==> config.mk <==
export PLATFORM = sky130hd
export DESIGN_NAME = touch_panel_sar_sequencer
export DESIGN_NICKNAME = d
export VERILOG_FILES = /design/src/inc/touch_sar_pkg.sv /design/src/rtl/touch_panel_sar_sequencer.sv
export SDC_FILE = /design/constraint.sdc
export NUM_CORES = 1
export LEC_CHECK = 0
export BUFFER_PORTS_ARGS = -buffer_cell sky130_fd_sc_hd__clkbuf_2
export CELL_PAD_IN_SITES_DETAIL_PLACEMENT = 0
export CELL_PAD_IN_SITES_GLOBAL_PLACEMENT = 2
export CORE_MARGIN = 5
export CORE_UTILIZATION = 37
export CTS_CLUSTER_DIAMETER = 30
export DETAILED_ROUTE_END_ITERATION = 7
export MAX_ROUTING_LAYER = met4
export PLACE_DENSITY = 0.92
export SETUP_SLACK_MARGIN = 0.15
export SKIP_LAST_GASP = 1
export SYNTH_ARGS = -nofsm -noshare
export SYNTH_HDL_FRONTEND = slang
export SYNTH_SLANG_ARGS = --single-unit
==> constraint.sdc <==
create_clock -name pclk -period 2.47 [get_ports pclk]
set_input_delay 0.1235 -clock pclk [delete_from_list [all_inputs] [get_ports pclk]]
set_output_delay 0.1235 -clock pclk [all_outputs]
set_load 0.1 [all_outputs]
==> src/inc/touch_sar_pkg.sv <==
/*
  Shared constants for the touch-panel converter sequencer: register indices,
  field positions, reset values, timing counts and the measurement enumeration.
  Assumes a 20 MHz register clock; byte address of a register is four times its index.
*/
package touch_sar_pkg;
  // Register indices; byte address is index times four.
  localparam logic [7:0] CONV_POWER_IDX = 8'h02;
  localparam logic [7:0] MODE_IDX       = 8'h03;
  localparam logic [7:0] STAB_IDX       = 8'h04;
  localparam logic [7:0] INTERVAL_IDX   = 8'h05;
  localparam logic [7:0] STATUS_IDX     = 8'h06;
  localparam logic [7:0] RESULT_IDX     = 8'h08;
  localparam logic [7:0] RESULT_END_IDX = 8'h0f;

  // Field positions.
  localparam int PWR_DOWN_BIT  = 7;
  localparam int RES_LSB       = 5;
  localparam int MODE_SELF_BIT = 7;
  localparam int SCAN_LSB      = 2;
  localparam int IRQ_LSB       = 0;

  // Reset values.
  localparam logic [7:0]  CONV_POWER_RST = 8'h00;
  localparam logic [7:0]  MODE_RST       = 8'h00;
  localparam logic [7:0]  STAB_RST       = 8'h0a;
  localparam logic [15:0] INTERVAL_RST   = 16'h0064;

  // Resolution and interrupt-function codes.
  localparam logic [1:0] RES_12 = 2'h0;
  localparam logic [1:0] RES_8  = 2'h1;
  localparam logic [1:0] RES_10 = 2'h2;
  localparam logic [1:0] IRQ_PEN      = 2'h0;
  localparam logic [1:0] IRQ_DATA     = 2'h1;
  localparam logic [1:0] IRQ_PEN_DATA = 2'h2;

  // Settling and interval counters run on a 1 us tick.
  localparam int CLK_PERIOD_NS = 50;
  localparam int TICK_TIME_NS  = 1000;
  localparam logic [4:0] TICK_CYC = 5'(TICK_TIME_NS / CLK_PERIOD_NS);

  // Number of measurements; a search result equal to it means none left.
  localparam logic [2:0] MEAS_NONE = 3'h4;

  typedef enum logic [1:0] {MEAS_Y, MEAS_X, MEAS_Z1, MEAS_Z2} meas_t;
  typedef enum logic [2:0] {S_IDLE, S_HOST_WAIT, S_SETTLE, S_CONVERT, S_INTERVAL} seq_state_t;
endpackage

==> src/rtl/touch_panel_sar_sequencer.sv <==
/*
  Touch-panel sequencer: APB register slave, panel driver and converter control.
  Assumes a converter that takes a one-cycle start pulse and answers with done and
  right-justified data, and a touch detector already synchronous to pclk.
*/
`timescale 1ns/100ps

// Operation
// - Y reading senses X-plus with Y drivers on and digitizes it.
// - After Y, drive the other axis and convert the X position.
// - Wait a settling interval between driver turn-on and sampling.
// - Settling interval is the programmable stabilization delay.
// - Self-run mode starts conversions on touch using the scan field.
// - After a set, wait the interval, recheck touch, repeat if touched.
// - Host-run raises pen interrupt on touch and waits for scan-field write.
// - Host-run stops when recheck finds no touch; next touch re-interrupts.
// - Two cross-panel pressure readings are available besides X and Y.
// - An input selector feeds one shared converter from all sources.
// - A completed result goes to the register of its quantity.
// - Power-down bit forces the converter off regardless of activity.
// - Mode register bits seven to zero set the operating mode.
// - One pin supplies drive voltage, a companion pin supplies ground.
// - Panel conversions use differential input and plate reference.
// - Mode register top bit picks self-run or host-run control.
// - Resolution of 8, 10 or 12 bits from config bits six to five.
// - Each result reads as two unsigned 8-bit registers.
module touch_panel_sar_sequencer (
  // Clock, reset and enable.
  input  wire logic        pclk,
  input  wire logic        presetn,
  input  wire logic        ce,
  // APB slave.
  input  wire logic        psel,
  input  wire logic        penable,
  input  wire logic        pwrite,
  input  wire logic [11:0] paddr,
  input  wire logic [31:0] pwdata,
  output logic      [31:0] prdata,
  output logic             pready,
  output logic             pslverr,
  // Panel side.
  input  wire logic        touch,
  output logic             drive_xp,
  output logic             drive_xn,
  output logic             drive_yp,
  output logic             drive_yn,
  output logic             ref_diff,
  // Converter side.
  output logic      [1:0]  conv_channel,
  output logic      [1:0]  conv_resolution,
  output logic             conv_start,
  output logic             conv_powerdown,
  input  wire logic        conv_done,
  input  wire logic [11:0] conv_data,
  // Interrupt, active low.
  output logic             interrupt_pin_a_n
);

  logic [7:0]                      conv_power_config;
  logic [7:0]                      converter_mode_control;
  logic [7:0]                      stab_delay;
  logic [15:0]                     interval_period;
  logic [11:0]                     result [4];
  touch_sar_pkg::seq_state_t       state;
  touch_sar_pkg::meas_t            meas;
  logic [4:0]                      tick_cnt;
  logic                            tick;
  logic [15:0]                     wait_cnt;
  logic                            pen_pending;
  logic                            data_avail;
  logic [7:0]                      idx;
  logic                            wr_en;
  logic                            rd_en;
  logic                            mapped;
  logic [31:0]                     rd_word;
  logic                            pwr_down;
  logic                            self_run;
  logic [3:0]                      scan;
  logic [1:0]                      irq_func;
  logic [2:0]                      first_meas;
  logic [2:0]                      host_first;
  logic [2:0]                      after_meas;
  logic [11:0]                     masked;
  logic [15:0]                     settle_load;

  // Finds the first selected measurement at or after a position, Y-X-Z1-Z2 order.
  function automatic logic [2:0] next_meas(input logic [3:0] sel, input logic [2:0] from);
    logic [2:0] found;
    found = touch_sar_pkg::MEAS_NONE;
    for (int i = 3; i >= 0; i--) begin
      if (sel[i] && (3'(i) >= from)) begin
        found = 3'(i);
      end
    end
    return found;
  endfunction

  // Masks converter data to the programmed resolution.
  function automatic logic [11:0] res_mask(input logic [1:0] res, input logic [11:0] d);
    logic [11:0] m;
    m = d;
    if (res == touch_sar_pkg::RES_8) begin
      m = {4'h0, d[7:0]};
    end else if (res == touch_sar_pkg::RES_10) begin
      m = {2'h0, d[9:0]};
    end
    return m;
  endfunction

  // Field decode of the configuration registers.
  assign pwr_down   = conv_power_config[touch_sar_pkg::PWR_DOWN_BIT];
  assign self_run   = converter_mode_control[touch_sar_pkg::MODE_SELF_BIT];
  assign scan       = converter_mode_control[touch_sar_pkg::SCAN_LSB +: 4];
  assign irq_func   = converter_mode_control[touch_sar_pkg::IRQ_LSB +: 2];
  assign idx        = paddr[9:2];
  assign wr_en      = ce && psel && penable && pready && pwrite;
  assign rd_en      = ce && psel && penable && pready && !pwrite;
  assign first_meas = next_meas(scan, 3'h0);
  assign host_first = next_meas(pwdata[touch_sar_pkg::SCAN_LSB +: 4], 3'h0);
  assign masked     = res_mask(conv_power_config[touch_sar_pkg::RES_LSB +: 2], conv_data);
  // One extra tick so a free-running tick never shortens the programmed settling time.
  assign settle_load = 16'({8'h00, stab_delay} + 16'h0001);

  // Next measurement after the current one; X is dropped once the touch is gone.
  always_comb begin
    after_meas = next_meas(scan, 3'({1'b0, meas} + 3'h1));
    if (after_meas == 3'(touch_sar_pkg::MEAS_X) && !touch) begin
      after_meas = next_meas(scan, 3'h2);
    end
  end

  // Read multiplexer; results appear as high and low bytes.
  always_comb begin
    rd_word = 32'h0000_0000;
    mapped  = 1'b1;
    if (idx == touch_sar_pkg::CONV_POWER_IDX) begin
      rd_word = {24'h00_0000, conv_power_config};
    end else if (idx == touch_sar_pkg::MODE_IDX) begin
      rd_word = {24'h00_0000, converter_mode_control};
    end else if (idx == touch_sar_pkg::STAB_IDX) begin
      rd_word = {24'h00_0000, stab_delay};
    end else if (idx == touch_sar_pkg::INTERVAL_IDX) begin
      rd_word = {16'h0000, interval_period};
    end else if (idx == touch_sar_pkg::STATUS_IDX) begin
      rd_word = {28'h000_0000, touch, data_avail, pen_pending, (state != touch_sar_pkg::S_IDLE)};
    end else if (idx >= touch_sar_pkg::RESULT_IDX && idx <= touch_sar_pkg::RESULT_END_IDX) begin
      if (idx[0]) begin
        rd_word = {24'h00_0000, result[idx[2:1]][7:0]};
      end else begin
        rd_word = {28'h000_0000, result[idx[2:1]][11:8]};
      end
    end else begin
      mapped = 1'b0;
    end
  end

  // APB answer: ready in the first access cycle, data and error with it.
  always_ff @(posedge pclk or negedge presetn) begin
    if (!presetn) begin
      pready  <= 1'b0;
      prdata  <= 32'h0000_0000;
      pslverr <= 1'b0;
    end else if (ce) begin
      pready  <= psel && !penable;
      prdata  <= (psel && !penable && !pwrite) ? rd_word : 32'h0000_0000;
      pslverr <= psel && !penable && !mapped;
    end
  end

  // Software-written registers.
  always_ff @(posedge pclk or negedge presetn) begin
    if (!presetn) begin
      conv_power_config      <= touch_sar_pkg::CONV_POWER_RST;
      converter_mode_control <= touch_sar_pkg::MODE_RST;
      stab_delay             <= touch_sar_pkg::STAB_RST;
      interval_period        <= touch_sar_pkg::INTERVAL_RST;
    end else if (wr_en) begin
      if (idx == touch_sar_pkg::CONV_POWER_IDX) begin
        conv_power_config <= pwdata[7:0];
      end
      if (idx == touch_sar_pkg::MODE_IDX) begin
        converter_mode_control <= pwdata[7:0];
      end
      if (idx == touch_sar_pkg::STAB_IDX) begin
        stab_delay <= pwdata[7:0];
      end
      if (idx == touch_sar_pkg::INTERVAL_IDX) begin
        interval_period <= pwdata[15:0];
      end
    end
  end

  // Microsecond tick for the settling and interval counters.
  always_ff @(posedge pclk or negedge presetn) begin
    if (!presetn) begin
      tick_cnt <= 5'h00;
      tick     <= 1'b0;
    end else if (ce) begin
      tick     <= (tick_cnt == 5'h00);
      tick_cnt <= (tick_cnt == 5'h00) ? 5'(touch_sar_pkg::TICK_CYC - 5'h01) : 5'(tick_cnt - 5'h01);
    end
  end

  // Sequencer: touch detect, settle, convert, interval wait and recheck.
  always_ff @(posedge pclk or negedge presetn) begin
    if (!presetn) begin
      state      <= touch_sar_pkg::S_IDLE;
      meas       <= touch_sar_pkg::MEAS_Y;
      wait_cnt   <= 16'h0000;
      conv_start <= 1'b0;
    end else if (ce) begin
      conv_start <= 1'b0;
      if (pwr_down) begin
        state <= touch_sar_pkg::S_IDLE;
      end else begin
        unique case (state)
          touch_sar_pkg::S_IDLE: begin
            if (touch && self_run) begin
              state    <= (first_meas == touch_sar_pkg::MEAS_NONE) ? touch_sar_pkg::S_INTERVAL
                                                                   : touch_sar_pkg::S_SETTLE;
              meas     <= touch_sar_pkg::meas_t'(first_meas[1:0]);
              wait_cnt <= (first_meas == touch_sar_pkg::MEAS_NONE) ? interval_period : settle_load;
            end else if (touch) begin
              state <= touch_sar_pkg::S_HOST_WAIT;
            end
          end
          touch_sar_pkg::S_HOST_WAIT: begin
            if (wr_en && idx == touch_sar_pkg::MODE_IDX) begin
              state    <= (host_first == touch_sar_pkg::MEAS_NONE) ? touch_sar_pkg::S_INTERVAL
                                                                   : touch_sar_pkg::S_SETTLE;
              meas     <= touch_sar_pkg::meas_t'(host_first[1:0]);
              wait_cnt <= (host_first == touch_sar_pkg::MEAS_NONE) ? interval_period : settle_load;
            end
          end
          touch_sar_pkg::S_SETTLE: begin
            if (wait_cnt == 16'h0000) begin
              state      <= touch_sar_pkg::S_CONVERT;
              conv_start <= 1'b1;
            end else if (tick) begin
              wait_cnt <= 16'(wait_cnt - 16'h0001);
            end
          end
          touch_sar_pkg::S_CONVERT: begin
            if (conv_done && after_meas == touch_sar_pkg::MEAS_NONE) begin
              state    <= touch_sar_pkg::S_INTERVAL;
              wait_cnt <= interval_period;
            end else if (conv_done) begin
              state    <= touch_sar_pkg::S_SETTLE;
              meas     <= touch_sar_pkg::meas_t'(after_meas[1:0]);
              wait_cnt <= settle_load;
            end
          end
          touch_sar_pkg::S_INTERVAL: begin
            if (wait_cnt == 16'h0000 && touch) begin
              state    <= (first_meas == touch_sar_pkg::MEAS_NONE) ? touch_sar_pkg::S_INTERVAL
                                                                   : touch_sar_pkg::S_SETTLE;
              meas     <= touch_sar_pkg::meas_t'(first_meas[1:0]);
              wait_cnt <= (first_meas == touch_sar_pkg::MEAS_NONE) ? interval_period : settle_load;
            end else if (wait_cnt == 16'h0000) begin
              state <= touch_sar_pkg::S_IDLE;
            end else if (tick) begin
              wait_cnt <= 16'(wait_cnt - 16'h0001);
            end
          end
        endcase
      end
    end
  end

  // Panel drivers and input selector follow the current measurement.
  always_ff @(posedge pclk or negedge presetn) begin
    if (!presetn) begin
      drive_xp     <= 1'b0;
      drive_xn     <= 1'b0;
      drive_yp     <= 1'b0;
      drive_yn     <= 1'b0;
      ref_diff     <= 1'b0;
      conv_channel <= 2'h0;
    end else if (ce) begin
      if (pwr_down || state == touch_sar_pkg::S_IDLE || state == touch_sar_pkg::S_HOST_WAIT
          || state == touch_sar_pkg::S_INTERVAL) begin
        drive_xp <= 1'b0;
        drive_xn <= 1'b0;
        drive_yp <= 1'b0;
        drive_yn <= 1'b0;
        ref_diff <= 1'b0;
      end else begin
        drive_yp <= (meas != touch_sar_pkg::MEAS_X);
        drive_yn <= (meas == touch_sar_pkg::MEAS_Y);
        drive_xp <= (meas == touch_sar_pkg::MEAS_X);
        drive_xn <= (meas != touch_sar_pkg::MEAS_Y);
        ref_diff <= 1'b1;
      end
      conv_channel <= meas;
    end
  end

  // Converter power and resolution.
  always_ff @(posedge pclk or negedge presetn) begin
    if (!presetn) begin
      conv_powerdown  <= 1'b1;
      conv_resolution <= touch_sar_pkg::RES_12;
    end else if (ce) begin
      conv_powerdown  <= pwr_down || state == touch_sar_pkg::S_IDLE
                         || state == touch_sar_pkg::S_HOST_WAIT;
      conv_resolution <= conv_power_config[touch_sar_pkg::RES_LSB +: 2];
    end
  end

  // Result store; each register changes only on its own quantity.
  always_ff @(posedge pclk or negedge presetn) begin
    if (!presetn) begin
      for (int i = 0; i < 4; i++) begin
        result[i] <= 12'h000;
      end
    end else if (ce && !pwr_down && state == touch_sar_pkg::S_CONVERT && conv_done) begin
      result[meas] <= masked;
    end
  end

  // Pen and data flags; a set in the same cycle as its clear wins.
  always_ff @(posedge pclk or negedge presetn) begin
    if (!presetn) begin
      pen_pending <= 1'b0;
      data_avail  <= 1'b0;
    end else if (ce) begin
      if (!pwr_down && state == touch_sar_pkg::S_IDLE && touch && !self_run) begin
        pen_pending <= 1'b1;
      end else if (state == touch_sar_pkg::S_HOST_WAIT && wr_en && idx == touch_sar_pkg::MODE_IDX) begin
        pen_pending <= 1'b0;
      end
      if (!pwr_down && state == touch_sar_pkg::S_CONVERT && conv_done
          && after_meas == touch_sar_pkg::MEAS_NONE) begin
        data_avail <= 1'b1;
      end else if (rd_en && idx == touch_sar_pkg::STATUS_IDX) begin
        data_avail <= 1'b0;
      end
    end
  end

  // Interrupt pin by function code.
  always_ff @(posedge pclk or negedge presetn) begin
    if (!presetn) begin
      interrupt_pin_a_n <= 1'b1;
    end else if (ce) begin
      interrupt_pin_a_n <= !((pen_pending && (irq_func == touch_sar_pkg::IRQ_PEN
                                             || irq_func == touch_sar_pkg::IRQ_PEN_DATA))
                            || (data_avail && (irq_func == touch_sar_pkg::IRQ_DATA
                                              || irq_func == touch_sar_pkg::IRQ_PEN_DATA)));
    end
  end
endmodule

; Word-level counts from Yosys, hierarchy flattened
; Cells that the tools add are included.
[totals]
regBits = 163
input_bits = 64
output_inout_bits = 46
[op_classes]
addsub = 4
magnitude_cmp = 9
n_eq_ne = 30
n_mux = 76
bitwise = 3
reduce_logical = 65
[ops]
columns = operator, count
row1 = two-way mux 16 bit, 13
row2 = one-hot mux 16 bit (5 select lines), 1
row3 = two-way mux 3 bit, 24
row4 = two-way mux 12 bit, 5
row5 = bitwise mux 48 bit, 1
row6 = logical AND 1 bit, 33
row7 = two-way mux 32 bit, 1
row8 = binary-select mux 12 bit (select 2 bit), 1
row9 = demux 12 bit (select 2 bit), 1
row10 = == test 8 x 3 -> 1 bit (second input constant), 3
row11 = two-way mux 8 bit, 3
row12 = two-way mux 1 bit, 18
row13 = == test 8 x 2 -> 1 bit (second input constant), 2
row14 = logical NOT 16 bit, 1
row15 = subtractor 16 x 1 -> 16 bit (second input constant), 1
row16 = one-hot mux 3 bit (5 select lines), 1
row17 = == test 3 bit (second input constant), 4
row18 = inequality test 4 bit (second input constant), 3
row19 = AND reduction 2 bit, 6
row20 = two-way mux 2 bit, 5
row21 = inequality test 2 bit (second input constant), 5
row22 = adder 8 x 1 -> 9 bit (second input constant), 1
row23 = inequality test 3 bit (second input constant), 3
row24 = >= comparator 8 x 4 -> 1 bit (second input constant), 1
row25 = 27 further kinds, 50

; Longest topological paths before layout
; Gate-level depths: netlist (run 1).
[depth]
depth_word = 15
mapped_depth = 9

; Worst setup path after synthesis (run 1)
; OpenSTA, ideal clock, no wires.
[synth_timing]
path_type = reg2reg
start = register pready
end = register wait_cnt[13]
arrival_time_ps = 2252
path_slack_ps = 90
path_stages_with_launch = 8
path_buffers = 2
cell_sequence = dfrtp_1 -> nand3_1 -> nor4_4 -> o221ai_2 -> buf_2 -> buf_2 -> o21ai_0 -> nand3_1
[synth_via]
elab_chain_len = 5
[synth_lines]
columns = element, line
row1 = "start, declared", touch_panel_sar_sequencer.sv:39  ; output logic pready,
row2 = "start signal, assigned", touch_panel_sar_sequencer.sv:164  ; pready <= psel && !penable;
row3 = logical AND 1 bit (2 in series), touch_panel_sar_sequencer.sv:116  ; assign wr_en = ce && psel && penable && pready && pwrite;
row4 = logical AND 1 bit, touch_panel_sar_sequencer.sv:228  ; if (wr_en && idx == touch_sar_pkg::MODE_IDX) begin
row5 = inequality test 2 bit (no source line), -
row6 = AND reduction 5 bit (no source line), -
row7 = "end signal, assigned", touch_panel_sar_sequencer.sv:222  ; wait_cnt <= (first_meas == touch_sar_pkg::MEAS_NONE) ? interval_period : settle_load;
row8 = "end signal, assigned", touch_panel_sar_sequencer.sv:232  ; wait_cnt <= (host_first == touch_sar_pkg::MEAS_NONE) ? interval_period : settle_load;
row9 = "end signal, assigned", touch_panel_sar_sequencer.sv:240  ; wait_cnt <= 16'(wait_cnt - 16'h0001);
row10 = "end, declared", touch_panel_sar_sequencer.sv:68  ; logic [15:0] wait_cnt;
; Every way passes these cells.
; A chain may end at the register's enable or synchronous reset.

; Worst setup path in the final report (run 1)
[layout_timing]
start = register wait_cnt[0]
end = register wait_cnt[4]
[layout_via]
elab_chain_len = 5
elab_cells_between_ends = 7
classes_between = add/sub: 1 / mux: 4 / reduce/logical: 2
[layout_lines]
columns = element, line
row1 = subtractor 16 x 1 -> 16 bit, "touch_panel_sar_sequencer.sv:240, touch_panel_sar_sequencer.sv:262"
row2 = two-way mux 16 bit, "touch_panel_sar_sequencer.sv:239, touch_panel_sar_sequencer.sv:261"
row3 = two-way mux 16 bit, touch_panel_sar_sequencer.sv:236  ; if (wait_cnt == 16'h0000) begin
row4 = two-way mux 16 bit, touch_panel_sar_sequencer.sv:254  ; if (wait_cnt == 16'h0000 && touch) begin
row5 = one-hot mux 16 bit (5 select lines) *, touch_panel_sar_sequencer.sv:216  ; unique case (state)
; Every way passes the cells marked *; elsewhere a longest branch is shown, timed or not.

==> flow_metrics.py, run 1 <==
metrics = {
    "run_status": {
        "status": "finished, final reports clean",
    },
    "finish": {
        "fin_util_pct": 46.2,
        "fin_nets": 960,
        "num_antenna_cells": 0,
        "drive_gt1_share_pct": 28.5,
        "syn2layout_area_growth_pct": 23.8,
    },
    "die": {
        "dieArea_um2": 24100,
        "fp.coreArea_um2": 20900,
        "start_util_pct": 37.3,
        "chipHeight_um": 155,
        "rows": 53,
        "die_w_um": 155,
        "ioPinCount": 110,
    },
    "timing": {
        "hold_violations": 0,
        "fin_skew_ns": 0.0121,
        "setup_tns_ns": 0,
        "worst_pin_slew_ns": 0.675,
        "fmax_ghz": 0.445,
        "rsz0062_at_grt": "yes",
        "setup_viol": 0,
        "hold_ws_ns": 0.0268,
        "max_slew_margin_pct": 55.0,
        "min_period_ns": 2.25,
        "min_period_over_period_pct": 91.0,
        "report.final.slew_viol_count": 0,
    },
    "setup_path": {
        "criticalPathCategory": "reg2reg",
        "arrival_ns": 2.59,
        "crit_fanout": 7,
        "crit_chain": "inv_1, ha_1, nor3b_1, buf_4, nand4_4, or3_4, a31oi_4, buf_4, nand2_1, o211ai_1",
        "slowest_stage": "or3_4",
        "r2r_setup_slack_ns": 0.22,
        "path_depth": 10,
        "cpPeakStageDelay_ns": 0.43,
        "reg2reg_to": "wait_cnt[4]",
        "crit_end": "wait_cnt[4]",
        "critical_path.top_delay_family": "simple AND/OR/NAND/NOR gates",
        "path_buf_inv": 3,
        "r2r-start": "wait_cnt[0]",
        "crit_start": "wait_cnt[0]",
        "path_common_cell": "buf_4",
        "start_kind": "flop",
        "rr_worst_depth": 10,
        "end_kind": "flop",
        "critPathRequiredTime_ns": 2.82,
    },
    "detailed_routing": {
        "wire_per_inst_um": 19.1,
        "routed_via_density": 5.45,
        "routed-via-count": 6442,
        "drt.antenna.violating_nets": 0,
        "drt_iter0_markers": 410,
        "wl_met1_um": 10100,
        "wl_met2_um": 11200,
        "wirelength_um": 22600,
        "drc": 0,
        "first_pass_iters": 5,
        "met3_length_um": 899,
        "top_layer_used": "met4",
    },
    "clock_network": {
        "clkSinkCount": 147,
        "clk_path_buf_depth": 2,
        "clk_latency_ns": 0.44,
        "cts_tree": "done",
        "root_buffer": "clkbuf_16",
        "htreeDepth": 4,
        "clk_pin_slew_ns": 0.07,
        "cts_buffers": 17,
    },
    "synth": {
        "avgSynthCellArea_um2": 10.4,
        "async_reset_ff_share_pct": 100,
        "synthFlopType": "dfrtp_1",
        "syn-cell-area_um2": 7800,
        "synth_edf_count": 0,
        "seq_area_frac_synth_pct": 47.3,
        "synth-seq-cells": 147,
        "synth.distinct_cells": 80,
        "synth_cells": 753,
        "ys_top_cells_by_area": "dfrtp_1 45%, mux2_2 7.7%, nand2_1 5.4%, mux4_2 3.5%, o21ai_0 2.8%",
        "ys_warn_count": 0,
        "synth_top_area_cell": "dfrtp_1",
        "synth_top_cell_area_share_pct": 44.9,
    },
    "pwr": {
        "leakagePower_uw": 0.00444,
        "ir_drop_mv": 0.461,
        "p_per_area_nw_per_um2": 957,
    },
    "global_routing": {
        "antenna_found_initial": 0,
        "gr-total-overflow": 0,
        "grt.total_usage_pct": 19.4,
        "grt_pass1_wl_um": 36000,
        "grt_pass1_vias": 6506,
        "grt_max_degree": 68,
    },
    "placement": {
        "io_buffers": 73,
        "place.gp.congestion": 0.849,
        "dp_hpwl_um": 16400,
    },
    "flow_run": {
        "maxCapViolCount": 0,
    },
    "hold_path": {
        "hp-class": "in2reg",
    },
}
## cell usage in the layout (no fill, tap or decap), drive strengths merged, types with 4 or more instances in the layout
cell	count
nor3	15
a22o	14
clkbuf	92
or3	7
o211ai	9
nand2b	7
a31oi	8
buf	57
and2	4
nor4	14
mux4	12
a21o	4
dfrtp	140
inv	24
a211o	4
o21a	4
o31ai	7
or4	6
o221ai	6
nor2	43
o32ai	4
o41ai	4
a221o	6
dfstp	7
conb	16
a21oi	30
xor2	7
a21boi	4
nand3	19
nand4	5
mux2	61
dlygate4sd3	24
nand2	114
mux2i	6
a22oi	10
o22ai	5
o21ai	50
nor2b	6
## sequential cells by signal, indices dropped and copies added, names as in the netlist, 3 cells and up
signal                  cells
wait_cnt                   16
result                     48
tick_cnt                    5
prdata                     16
interval_period            16
conv_power_config           8
stab_delay                  8
converter_mode_control      8
state                       3
## per-layer routing
layer / vias to the layer above / GRT usage (%)
met5: - / -
met1: 3208 / 24.8
met3: 25 / 3.37
met2: 152 / 32.2
met4: 0 / 5.17
li1: 3057 / -
## cell usage after synthesis, types with 7 or more instances
library cell    n
mux2_1          8
nand2_1       113
nand2b_1        7
dfrtp_1       140
o21ai_0        43
clkbuf_1       11
dfstp_2         7
xor2_1          7
nand3_1        19
mux4_2         12
a21oi_1        29
buf_4          17
nor3_1         15
mux2_2         53
o211ai_1        9
nor4_1          7
o31ai_1         7
inv_1          19
buf_2          14
a22oi_1        10
nor2_1         43
a22o_1         14
## power by group
part	internal, µW	switching (µW)	total, µW
Clock	1560	1100	2660
Sequential	2920	382	3300
Combinational	1210	2070	3280
Total	5690	3550	9240
## stage by stage
stage | power, µW | cell area [µm²] | setup WS, ns | std cells
2_1_floorplan | 5550 | 7860 | 0.309 | 768
3_3_place_gp | 6450 | 8760 | 0.205 | 1123
3_5_place_dp | 6500 | 8760 | 0.181 | 1123
4_1_cts | 9210 | 9610 | 0.219 | 1179
5_1_grt | 9710 | 9660 | 0.122 | 1181
6_report | 9240 | 9660 | 0.222 | 1181
## area by class of cell
type	instances	area, µm²
Clock inverter	12	146
Multi-Input combinational cell	554	3860
Clock buffer	20	457
Tap cell	275	344
Timing Repair Buffer	153	1090
Inverter	20	75.1
Fill cell	1989	11200
Sequential cell	147	3690
## cells by family after synthesis
kind of cell | Yosys count | share of synthesized area (%)
AOI/OAI and AO/OA | 191 | 17.2
xor gates and xnor gates | 9 | 1.01
adders and majority gates | 3 | 0.481
buffers and inverters | 67 | 4.36
DFF | 147 | 47.3
muxes | 79 | 13.0
other | 1 | 0.0481
and+or+nand+nor | 256 | 16.6
## worst reg2reg max path: stages, from the launching register on
cell and delay (ns):
dfrtp_1 0.40, inv_1 0.09, ha_1 0.17, nor3b_1 0.19, buf_4 0.16, nand4_4 0.15, or3_4 0.43, a31oi_4 0.27
buf_4 0.18, nand2_1 0.05, o211ai_1 0.08
## timing repair
| action | CTS | global route |
|---|---|---|
| endpoints found under the setup margin | 0 | 11 |
| endpoints found under the hold margin | 122 | 0 |
| hold buffers | 24 | 0 |
| gates resized for setup | 0 | 6 |
| setup buffers | 0 | 2 |
## worst min path at each step
stage / startpoint / endpoint / slack (ns) / cells after the start
3_3_place_gp: presetn / tick_cnt[3] / 0.18 / 1
3_5_place_dp: presetn / tick / 0.19 / 1
5_1_grt: pwdata[1] / stab_delay[1] / 0.03 / 2
4_1_cts: pwdata[1] / stab_delay[1] / 0.01 / 2
6_report: pwdata[1] / stab_delay[1] / 0.03 / 2
2_1_floorplan: presetn / conv_channel[0] / -0.17 / 0
Power figures use the tool's default switching activity.
==> run 2: changes to the inputs <==
CELL_PAD_IN_SITES_DETAIL_PLACEMENT = unset   (was 0)
CELL_PAD_IN_SITES_GLOBAL_PLACEMENT = unset   (was 2)
CORE_UTILIZATION = 56   (was 37)
PLACE_DENSITY = 0.9   (was 0.92)
==> run 2 against run 1 <==
First-iteration DRC count rose by 94%. Cell count fell by 8.6%. Critical endpoint is now wait_cnt[7]. Sequential share of layout area up 0.66 points. Largest power group is now combinational logic. Highest routed layer unchanged. Total power increased by 1.1%.
==> flow_metrics.py, run 2 (synthesis gave the netlist of run 1 again) <==
metrics = {
    "hold_path": {
        "hp-class": "in2reg",
        "hold_depth": 2,
        "min_from": "pwdata[0]",
        "holdPathEnd": "stab_delay[0]",
    },
    "pwr": {
        "p_int_uw": 5710,
        "pwr-share-clk_pct": 29.0,
        "combPwrFrac_pct": 35.6,
        "swShare_pct": 38.9,
        "p_per_area_nw_per_um2": 984,
        "leakagePower_uw": 0.00441,
        "ir_drop_mv": 0.805,
        "power_uw": 9340,
        "p_sw_uw": 3630,
        "seqPwrFrac_pct": 35.3,
    },
    "detailed_routing": {
        "first_pass_iters": 7,
        "routed-via-count": 6891,
        "wirelength_um": 22500,
        "wire_per_inst_um": 20.9,
        "routed_via_density": 6.39,
        "drc": 0,
        "drt.antenna.violating_nets": 0,
        "drt_iter0_markers": 797,
    },
    "clock_network": {
        "clk_latency_ns": 0.43,
        "cts_tree": "done",
        "clkSinkCount": 147,
        "htreeDepth": 4,
        "root_buffer": "clkbuf_16",
        "cts_buffers": 17,
        "clk_path_buf_depth": 2,
        "clk_pin_slew_ns": 0.06,
    },
    "setup_path": {
        "criticalPathCategory": "reg2reg",
        "arrival_ns": 2.50,
        "crit_fanout": 7,
        "critPathRequiredTime_ns": 2.77,
        "r2r_setup_slack_ns": 0.27,
        "start_kind": "flop",
        "slowest_stage": "or4b_1",
        "path_buf_inv": 0,
        "path_common_cell": "a21oi_1",
        "crit_chain": "or4b_1, or2_2, o41ai_1, a21oi_1, a21oi_1, o221ai_1",
        "reg2reg_to": "wait_cnt[7]",
        "rr_worst_depth": 6,
        "critical_path.top_delay_family": "simple AND/OR/NAND/NOR gates",
        "end_kind": "flop",
        "cpPeakStageDelay_ns": 0.62,
        "r2r-start": "wait_cnt[2]",
    },
    "finish": {
        "final_common_cell": "dfrtp_1",
        "final_cell_mix": "139 x dfrtp_1, 113 x nand2_1, 72 x clkbuf_2",
        "fin_util_pct": 68.9,
        "num-fill-cells": 1001,
        "fin_nets": 954,
        "regMostFlops": "result",
        "syn2layout_area_growth_pct": 21.7,
        "largest_reg_flops": 48,
        "layout.cells.non_filler": 1079,
        "num_antenna_cells": 0,
        "drive_gt1_share_pct": 28.6,
    },
    "die": {
        "chipHeight_um": 128,
        "rows": 43,
        "fp.coreArea_um2": 13800,
        "die_w_um": 128,
        "start_util_pct": 56.6,
        "ioPinCount": 110,
        "dieArea_um2": 16400,
    },
    "placement": {
        "place.gp.congestion": 1.03,
        "io_buffers": 73,
        "dp_hpwl_um": 15100,
        "dp.cells": 1022,
    },
    "timing": {
        "report.final.slew_viol_count": 0,
        "min_period_ns": 2.20,
        "rsz0062_at_grt": "yes",
        "worst_pin_slew_ns": 0.529,
        "min_period_over_period_pct": 89.2,
        "fmax_ghz": 0.454,
        "fin_skew_ns": 0.00902,
        "setup_tns_ns": 0,
        "max_slew_margin_pct": 64.3,
        "hold_violations": 0,
        "hold_ws_ns": 0.0166,
        "setup_viol": 0,
    },
    "global_routing": {
        "grt.total_usage_pct": 28.8,
        "grt_pass1_vias": 6822,
        "gr-total-overflow": 0,
        "antenna_found_initial": 0,
        "grt_max_degree": 68,
        "grt_pass1_wl_um": 36000,
    },
    "flow_run": {
        "maxCapViolCount": 0,
    },
    "run_status": {
        "status": "finished, final reports clean",
    },
}
run 2: cell count changes in the layout (fill, tap and decap cells not counted), moves of 2 or more:
cell    change
nor4_1      -3
buf_12      -3
buf_4       -2
nor4_2      +3
run 2: stage by stage:
| stage | setup WS, ns | instance area [µm²] |
|---|---|---|
| final | 0.267 | 9490 |
| after global routing | 0.113 | 9490 |
| after CTS | 0.216 | 9410 |
| after detailed placement | 0.229 | 8560 |
| after global placement | 0.262 | 8560 |
| after floorplan | 0.309 | 7860 |
run 2: what timing repair did:
item / CTS / global route
hold buffers: 24 / 0
gates resized for setup: 0 / 10
setup endpoints to repair: 0 / 16
setup buffers: 0 / 2
hold endpoints to repair: 109 / 0
run 2: worst max path at each step:
stage / to / slack (ns) / from / cells past startpoint
final: wait_cnt[7] / 0.27 / wait_cnt[2] / 6
after global routing: wait_cnt[11] / 0.11 / wait_cnt[2] / 6
after CTS: wait_cnt[8] / 0.22 / meas[1] / 6
after detailed placement: wait_cnt[8] / 0.23 / meas[1] / 6
after floorplan: wait_cnt[14] / 0.31 / wait_cnt[0] / 8
after global placement: conv_power_config[4] / 0.26 / paddr[7] / 7
run 2: power by group through the flow:
stage	combinational [µW]	clock, µW	sequential (µW)
3_5_place_dp	3110	0	3300
5_1_grt	3570	2840	3360
3_3_place_gp	3030	0	3270
6_report	3330	2710	3300
2_1_floorplan	1880	0	3670
4_1_cts	3170	2730	3270
run 2: routing by layer:
metal  GRT usage (%)  share of wire, %  wire length, µm  up-vias
li1                -                 -                -     3047
met1            34.4                38             8470     3382
met2            48.2                52            11600      384
met3            6.13               7.5             1680       78
met4            10.7               3.4              757        0
met5               -                 0                0        -
run 2: area by class of cell:
| class | instances | area, µm² | area share, % |
|---|---|---|---|
| clock buffer | 18 | 439 | 4.63 |
| clock inverter | 13 | 174 | 1.83 |
| inverter | 20 | 75.1 | 0.791 |
| multi-input combinational | 554 | 3890 | 41.0 |
| sequential | 147 | 3690 | 38.9 |
| tap | 180 | 225 | 2.37 |
| timing repair buffer | 147 | 1000 | 10.5 |
